[src/rtl/ebpo_pkg.sv]
package ebpo_pkg;

  localparam int DUTY_W = 10;
  localparam int DB_W = 7;

  // Output configuration encodings.
  localparam logic [1:0] CFG_SINGLE = 2'h0;
  localparam logic [1:0] CFG_FWD = 2'h1;
  localparam logic [1:0] CFG_HALF = 2'h2;
  localparam logic [1:0] CFG_REV = 2'h3;

  // Field positions.
  localparam int DIR_BIT = 1;
  localparam int FULL_BIT = 0;
  localparam int POL_AC_BIT = 1;
  localparam int POL_BD_BIT = 0;

  // Reset values.
  localparam logic [DUTY_W-1:0] DUTY_RST = 10'h000;
  localparam logic [DB_W-1:0] DB_CNT_RST = 7'h00;
  localparam logic [1:0] CFG_RST = 2'h0;

endpackage

[src/rtl/ebpo_top.sv]
`timescale 1ns/1ps
`default_nettype none

module ebpo_top (
  // Clock and reset.
  input wire logic core_clk,
  input wire logic sys_rst,
  // Control fields.
  input wire logic pwm_enable,
  input wire logic [7:0] duty_upper_byte,
  input wire logic [1:0] duty_low_bits,
  input wire logic [1:0] output_config_select,
  input wire logic [ebpo_pkg::DB_W-1:0] deadband_count,
  input wire logic [1:0] output_polarity_select,
  input wire logic [7:0] period_compare_register,
  // Period timer.
  input wire logic [7:0] period_timer,
  input wire logic [1:0] timer_fine,
  input wire logic timer_tick,
  input wire logic cycle_tick,
  // Outputs.
  output logic bridge_out_a,
  output logic bridge_out_b,
  output logic bridge_out_c,
  output logic bridge_out_d,
  output logic [ebpo_pkg::DUTY_W-1:0] duty_shadow_register,
  output logic [1:0] active_config
);

  logic pwm_raw;
  logic early_sw;
  logic db_on [2];
  logic [ebpo_pkg::DB_W-1:0] db_cnt [2];
  logic [3:0] next_act;

  wire [ebpo_pkg::DUTY_W-1:0] next_duty = {duty_upper_byte, duty_low_bits};
  wire period_match = (period_timer == period_compare_register);
  wire boundary = timer_tick & period_match;
  wire duty_hit = (duty_shadow_register == {period_timer, timer_fine});
  wire duty_zero = (next_duty == ebpo_pkg::DUTY_RST);
  wire full_new = output_config_select[ebpo_pkg::FULL_BIT];
  wire full_cur = active_config[ebpo_pkg::FULL_BIT];
  wire dir_new = output_config_select[ebpo_pkg::DIR_BIT];
  wire dir_change = full_cur & full_new &
    (dir_new != active_config[ebpo_pkg::DIR_BIT]);
  wire pol_ac = output_polarity_select[ebpo_pkg::POL_AC_BIT];
  wire pol_bd = output_polarity_select[ebpo_pkg::POL_BD_BIT];
  wire load_now = boundary | ~pwm_enable;
  wire db_src [2];
  assign db_src[0] = pwm_raw;
  assign db_src[1] = ~pwm_raw;

  // Shadow duty and configuration load at the period boundary, and every cycle while PWM is disabled.
  always_ff @(posedge core_clk) begin
    if (sys_rst) begin
      duty_shadow_register <= ebpo_pkg::DUTY_RST;
      active_config <= ebpo_pkg::CFG_RST;
    end else if (load_now) begin
      duty_shadow_register <= next_duty;
      active_config <= output_config_select;
    end
  end

  // Raw waveform: set at boundary unless zero, cleared on duty match.
  always_ff @(posedge core_clk) begin
    if (sys_rst) begin
      pwm_raw <= 1'b0;
    end else if (!pwm_enable) begin
      pwm_raw <= 1'b0;
    end else if (boundary) begin
      pwm_raw <= ~duty_zero;
    end else if (duty_hit) begin
      pwm_raw <= 1'b0;
    end
  end

  // Early swap window before the boundary on a direction change.
  always_ff @(posedge core_clk) begin
    if (sys_rst) begin
      early_sw <= 1'b0;
    end else if (boundary || !pwm_enable) begin
      early_sw <= 1'b0;
    end else if (period_match && dir_change) begin
      early_sw <= 1'b1;
    end
  end

  // Dead-band delay for each half-bridge phase.
  genvar gi;
  generate
    for (gi = 0; gi < 2; gi++) begin : g_db
      always_ff @(posedge core_clk) begin
        if (sys_rst || !db_src[gi]) begin
          db_cnt[gi] <= ebpo_pkg::DB_CNT_RST;
          db_on[gi] <= 1'b0;
        end else if (!db_on[gi]) begin
          if (db_cnt[gi] >= deadband_count) begin
            db_on[gi] <= 1'b1;
          end else if (cycle_tick) begin
            db_cnt[gi] <= db_cnt[gi] + 7'h01;
          end
        end
      end
    end
  endgenerate

  // Active levels of outputs in order d, c, b, a.
  always_comb begin
    next_act = 4'h0;
    if (pwm_enable) begin
      if (early_sw) begin
        next_act = dir_new ? 4'h4 : 4'h1;
      end else begin
        case (active_config)
          ebpo_pkg::CFG_SINGLE: next_act = {3'h0, pwm_raw};
          ebpo_pkg::CFG_HALF: next_act = {2'h0, db_on[1], db_on[0]};
          ebpo_pkg::CFG_FWD: next_act = {pwm_raw, 3'h1};
          ebpo_pkg::CFG_REV: next_act = {2'h1, pwm_raw, 1'b0};
          default: next_act = 4'h0;
        endcase
      end
    end
  end

  // Polarity applied per pair, outputs registered.
  always_ff @(posedge core_clk) begin
    if (sys_rst) begin
      bridge_out_a <= 1'b0;
      bridge_out_b <= 1'b0;
      bridge_out_c <= 1'b0;
      bridge_out_d <= 1'b0;
    end else begin
      bridge_out_a <= next_act[0] ^ pol_ac;
      bridge_out_b <= next_act[1] ^ pol_bd;
      bridge_out_c <= next_act[2] ^ pol_ac;
      bridge_out_d <= next_act[3] ^ pol_bd;
    end
  end
endmodule

`default_nettype wire

[config.mk]
export PLATFORM = sky130hd
export DESIGN_NAME = ebpo_top
export DESIGN_NICKNAME = d
export VERILOG_FILES = /design/src/rtl/ebpo_pkg.sv /design/src/rtl/ebpo_top.sv
export SDC_FILE = /design/constraint.sdc
export NUM_CORES = 1
export LEC_CHECK = 0
export BUFFER_PORTS_ARGS = -buffer_cell sky130_fd_sc_hd__buf_4
export CORE_UTILIZATION = 35
export CTS_BUF_LIST = sky130_fd_sc_hd__clkbuf_4
export CTS_CLUSTER_DIAMETER = 80
export DETAILED_ROUTE_END_ITERATION = 8
export HOLD_SLACK_MARGIN = 0.08
export PLACE_DENSITY = 0.59
export SLEW_MARGIN = 20
export SYNTH_ARGS = -nofsm -noshare
export SYNTH_HDL_FRONTEND = slang
export SYNTH_SLANG_ARGS = --single-unit
[constraint.sdc]
create_clock -name core_clk -period 5.3 [get_ports core_clk]
set_input_delay 1.06 -clock core_clk [delete_from_list [all_inputs] [get_ports core_clk]]
set_output_delay 1.06 -clock core_clk [all_outputs]
set_load 0.03 [all_outputs]
==> tab_implementation.tex <==
\begin{tabular}{lr}
\hline
Metric & Value \\
\hline
\multicolumn{2}{l}{\textbf{Die}} \\
\quad Die boundary height & just under 80 um \\
\quad Top-level port count & 60 \\
\quad Die width & 78.2 um \\
\quad Number of placement rows & 27 \\
\quad Die area & 6110 um2 \\
\quad Area of the core & $\sim$5500 um2 \\
\quad Initial standard-cell utilization of the core & 0.367 \\
\multicolumn{2}{l}{\textbf{Clock tree}} \\
\quad \# resized after CTS & 0 \\
\quad Deepest level of the CTS H-tree & 2 \\
\quad Setup Buffers After CTS & 0 \\
\quad Skew-Pair Late Insertion Delay & 330 ps \\
\quad Number of buffers created by CTS & 5 \\
\quad Clock tree sinks & 34 \\
\quad Clock tree from TritonCTS & built \\
\quad Root cell of the clock tree & sky130\_fd\_sc\_hd\_\_clkbuf\_4 \\
\quad Number of hold buffers added after cts & 0 \\
\quad Buffer depth of the longest clock path & 2 \\
\quad Clock slew at reported path FFs & 100 ps \\
\multicolumn{2}{l}{\textbf{Synth}} \\
\quad Warnings, synthesis & 0 \\
\quad Adder-cell share of the synthesized area & 0.0986 \\
\quad Post-synth EDFFs & 15 \\
\quad Library cell occupying the most area in the post-synthesis netlist & sky130\_fd\_sc\_hd\_\_edfxtp\_1 \\
\quad Area share of and/or/nand/nor cells after synthesis & 0.168 \\
\quad Portion of the post-synthesis area used by sequential elements & 0.409 \\
\quad Post-Syn Area per Cell & $\sim$10 um2 \\
\quad Count of mapped cells out of synthesis & 205 \\
\quad Synth Register Bits & 34 \\
\quad Count of distinct cell types in the synthesized netlist & 36 \\
\quad Compound-cell area share of the yosys netlist & 0.0875 \\
\quad Most frequent cells after synthesis & sky130\_fd\_sc\_hd\_\_nor2\_1 (33), sky130\_fd\_sc\_hd\_\_dfxtp\_1 (19), sky130\_fd\_sc\_hd\_\_xor2\_1 (17), sky130\_fd\_sc\_hd\_\_ha\_1 (16), sky130\_fd\_sc\_hd\_\_xnor2\_1 (16) \\
\quad Fraction of post-synthesis cell area in the top cell type by area & 0.222 \\
\quad Combined area of all synthesized cells & 2030 um2 \\
\quad Post-synthesis net count & between 200 and 300 \\
\quad Leading register cell type out of synthesis & sky130\_fd\_sc\_hd\_\_dfxtp\_1 \\
\quad Share of cell area taken by muxes after synthesis & 0.0591 \\
\quad Async S/R FF share, synth & 0 \\
\quad Most numerous cell in the Yosys netlist & sky130\_fd\_sc\_hd\_\_nor2\_1 \\
\quad Fraction of synthesized cell area in xor and xnor cells & 0.142 \\
\quad Ranking of synthesized cells by area & sky130\_fd\_sc\_hd\_\_edfxtp\_1 (22\%), sky130\_fd\_sc\_hd\_\_dfxtp\_1 (19\%), sky130\_fd\_sc\_hd\_\_ha\_1 (9.9\%) \\
\quad Dominant combinational cell family by area after synthesis & simple AND/OR/NAND/NOR gates \\
\multicolumn{2}{l}{\textbf{Pwr}} \\
\quad Power Density & 220 nW/um2 \\
\quad Peak VDD IR & 0.0842 mV \\
\quad Leakage power total & 1.16 nW \\
\multicolumn{2}{l}{\textbf{Finish}} \\
\quad Synth-to-Final Area Change & 27.8\% \\
\quad Layout Cell Area excl Fill & 2590 um2 \\
\quad Fraction of final layout cells sized beyond drive strength 1 & 0.261 \\
\quad Number of diodes added for antenna fixing & 0 \\
\quad Net total in the final layout & 327 \\
\quad Layout Cells excl Fill & 340 \\
\multicolumn{2}{l}{\textbf{Job}} \\
\quad Total of max-cap violations & 0 \\
\multicolumn{2}{l}{\textbf{Timing}} \\
\quad Final Worst Setup Slack & between 2000 and 3000 ps \\
\quad Setup violation total in the final timing report & 0 \\
\quad Achievable clock frequency & between 300 and 400 MHz \\
\quad Tightest Pin Transition & 1000 ps \\
\quad Crit path time final & 2590 ps \\
\quad Clock Skews & between 7 and 8 ps \\
\quad Hold violation total from the final report & 0 \\
\quad Period utilization & 0.489 \\
\quad Worst rel slew slack & 0.328 \\
\quad Max Transition Viols Final & 0 \\
\quad Setup repair after global routing missed its margin & false \\
\quad Setup total negative slack & 0 ps \\
\multicolumn{2}{l}{\textbf{Global routing}} \\
\quad Number of antenna violations at the first check in global routing & 0 \\
\quad Sum of overflow across all layers after global routing & 0 \\
\quad Wire length of the first global-routing pass & about 7.4 mm \\
\quad Via count of the first global-routing pass & 1693 \\
\quad GR Util All Layers & 0.151 \\
\quad Largest net degree at the start of global routing & 23 \\
\multicolumn{2}{l}{\textbf{Critical path}} \\
\quad Critical Path Fanout Max & 7 \\
\quad Req. time, crit path & 5320 ps \\
\quad Category of the most critical setup path & in2reg \\
\quad Endpoint type of the worst setup path & flip-flop \\
\quad Startpoint class of the critical path & input port \\
\quad WP data arrival & 2610 ps \\
\multicolumn{2}{l}{\textbf{Drt}} \\
\quad Iteration-0 DRC count of the detailed router & 27 \\
\quad Drt via density & 4.76 \\
\quad WL final & approximately 4.2 mm \\
\quad Pre-antenna DRT Iters & 4 \\
\quad Count of antenna-violating nets left after detailed routing & 0 \\
\quad Routed wire length per instance & between 10 and 15 um \\
\quad Routed via count & 1618 \\
\quad Drc violations & 0 \\
\multicolumn{2}{l}{\textbf{Placed design}} \\
\quad Post-placement cell count & 332 \\
\quad DPL Wire Length & 3.39 mm \\
\quad Area after DPL & 2540 um2 \\
\quad Final weighted congestion in routability-driven placement & 0.728 \\
\quad Number of buffers inserted by port buffering & 59 \\
\quad Pre-CTS setup slack & $\sim$2400 ps \\
\multicolumn{2}{l}{\textbf{Worst hold path}} \\
\quad Hold Crit Class & reg2reg \\
\multicolumn{2}{l}{\textbf{Outcome}} \\
\quad Outcome & completed \\
\hline
\end{tabular}
layout make-up:
class / count / area (um2)
clock buffers: 6 / 45.0
clock inverters: 2 / 8.76
fillers: 551 / 2950
inverters: 13 / 48.8
multi-input cells: 154 / 1130
flip-flops and latches: 34 / 831
well taps: 72 / 90.1
repair buffers: 59 / 443
worst max-delay path, cell delays in order:
cell and delay [ps]:
sky130_fd_sc_hd__buf_4 80, sky130_fd_sc_hd__inv_1 50, sky130_fd_sc_hd__ha_1 300, sky130_fd_sc_hd__a21o_1 160, sky130_fd_sc_hd__a21o_1 170, sky130_fd_sc_hd__a211oi_1 310, sky130_fd_sc_hd__o21a_1 210, sky130_fd_sc_hd__a211o_1 280
cell families after synthesis:
kind of cell | after synthesis
and+or+nand+nor | 68
DFF | 34
xor gates and xnor gates | 33
AOI/OAI and AO/OA | 25
buffers and inverters | 17
adders and majority gates | 16
muxes | 12
placed cells by master (no fill, tap or decap), types with 2 or more instances in the layout:
master                      n
sky130_fd_sc_hd__nand3_1    6
sky130_fd_sc_hd__dfxtp_1   19
sky130_fd_sc_hd__buf_4     59
sky130_fd_sc_hd__nor4_1     3
sky130_fd_sc_hd__xor2_1    17
sky130_fd_sc_hd__o21ai_0    4
sky130_fd_sc_hd__inv_1     13
sky130_fd_sc_hd__nor3_1     2
sky130_fd_sc_hd__nand2_1    5
sky130_fd_sc_hd__mux2i_1   12
sky130_fd_sc_hd__nor2_1    33
sky130_fd_sc_hd__nor4_2     2
sky130_fd_sc_hd__and3_1     4
sky130_fd_sc_hd__nor3b_1    4
sky130_fd_sc_hd__edfxtp_1  15
sky130_fd_sc_hd__a21o_1     4
sky130_fd_sc_hd__nand4_1    4
sky130_fd_sc_hd__nand2b_1   2
sky130_fd_sc_hd__ha_1      16
sky130_fd_sc_hd__clkbuf_4   6
sky130_fd_sc_hd__xnor2_1   16
sky130_fd_sc_hd__a21oi_1    5
sky130_fd_sc_hd__o211ai_1   2
where the power goes:
| group | total, mW | leakage, nW | internal [mW] | switching [mW] |
|---|---|---|---|---|
| Clock | 0.137 | 0.0331 | 0.0549 | 0.0816 |
| Combinational | 0.130 | 0.796 | 0.0650 | 0.0652 |
| Sequential | 0.305 | 0.331 | 0.289 | 0.0151 |
sequential cells by signal, indices dropped and copies added (netlist names):
register and flops:
db_cnt 14, duty_shadow_register 10, active_config 2, db_on 2, bridge_out_a 1, bridge_out_b 1, bridge_out_c 1, bridge_out_d 1
early_sw 1, pwm_raw 1
per-layer routing:
layer | vias up | GRT usage | part of all wire
li1 | 846 | - | -
met1 | 720 | 0.195 | 0.49
met2 | 46 | 0.249 | 0.45
met3 | 6 | 0.0314 | 0.051
met4 | 0 | 0.0500 | 0.015
met5 | - | 0 | 0
through the flow:
stage	total power, mW	hold WS (ps)	util
after floorplan	0.385	500	-
after global placement	0.441	536	0.459
after detailed placement	0.441	545	0.459
after CTS	0.579	564	0.468
after global routing	0.611	575	0.468
final	0.571	563	0.468
final timing paths:
path	from	endpoint	slack (ps)	depth (start not counted)
setup / recovery	deadband_count[4]	db_cnt[1][4]$_SDFFCE_PN0P_	2710	8
hold / removal	duty_shadow_register[2]$_SDFFE_PP0P_	duty_shadow_register[2]$_SDFFE_PP0P_	560	2
setup reg to reg	db_cnt[1][4]$_SDFFCE_PN0P_	db_cnt[1][4]$_SDFFCE_PN0P_	3070	6
hold reg to reg	duty_shadow_register[2]$_SDFFE_PP0P_	duty_shadow_register[2]$_SDFFE_PP0P_	560	2
Note: power is estimated with default switching activity, not from simulation.
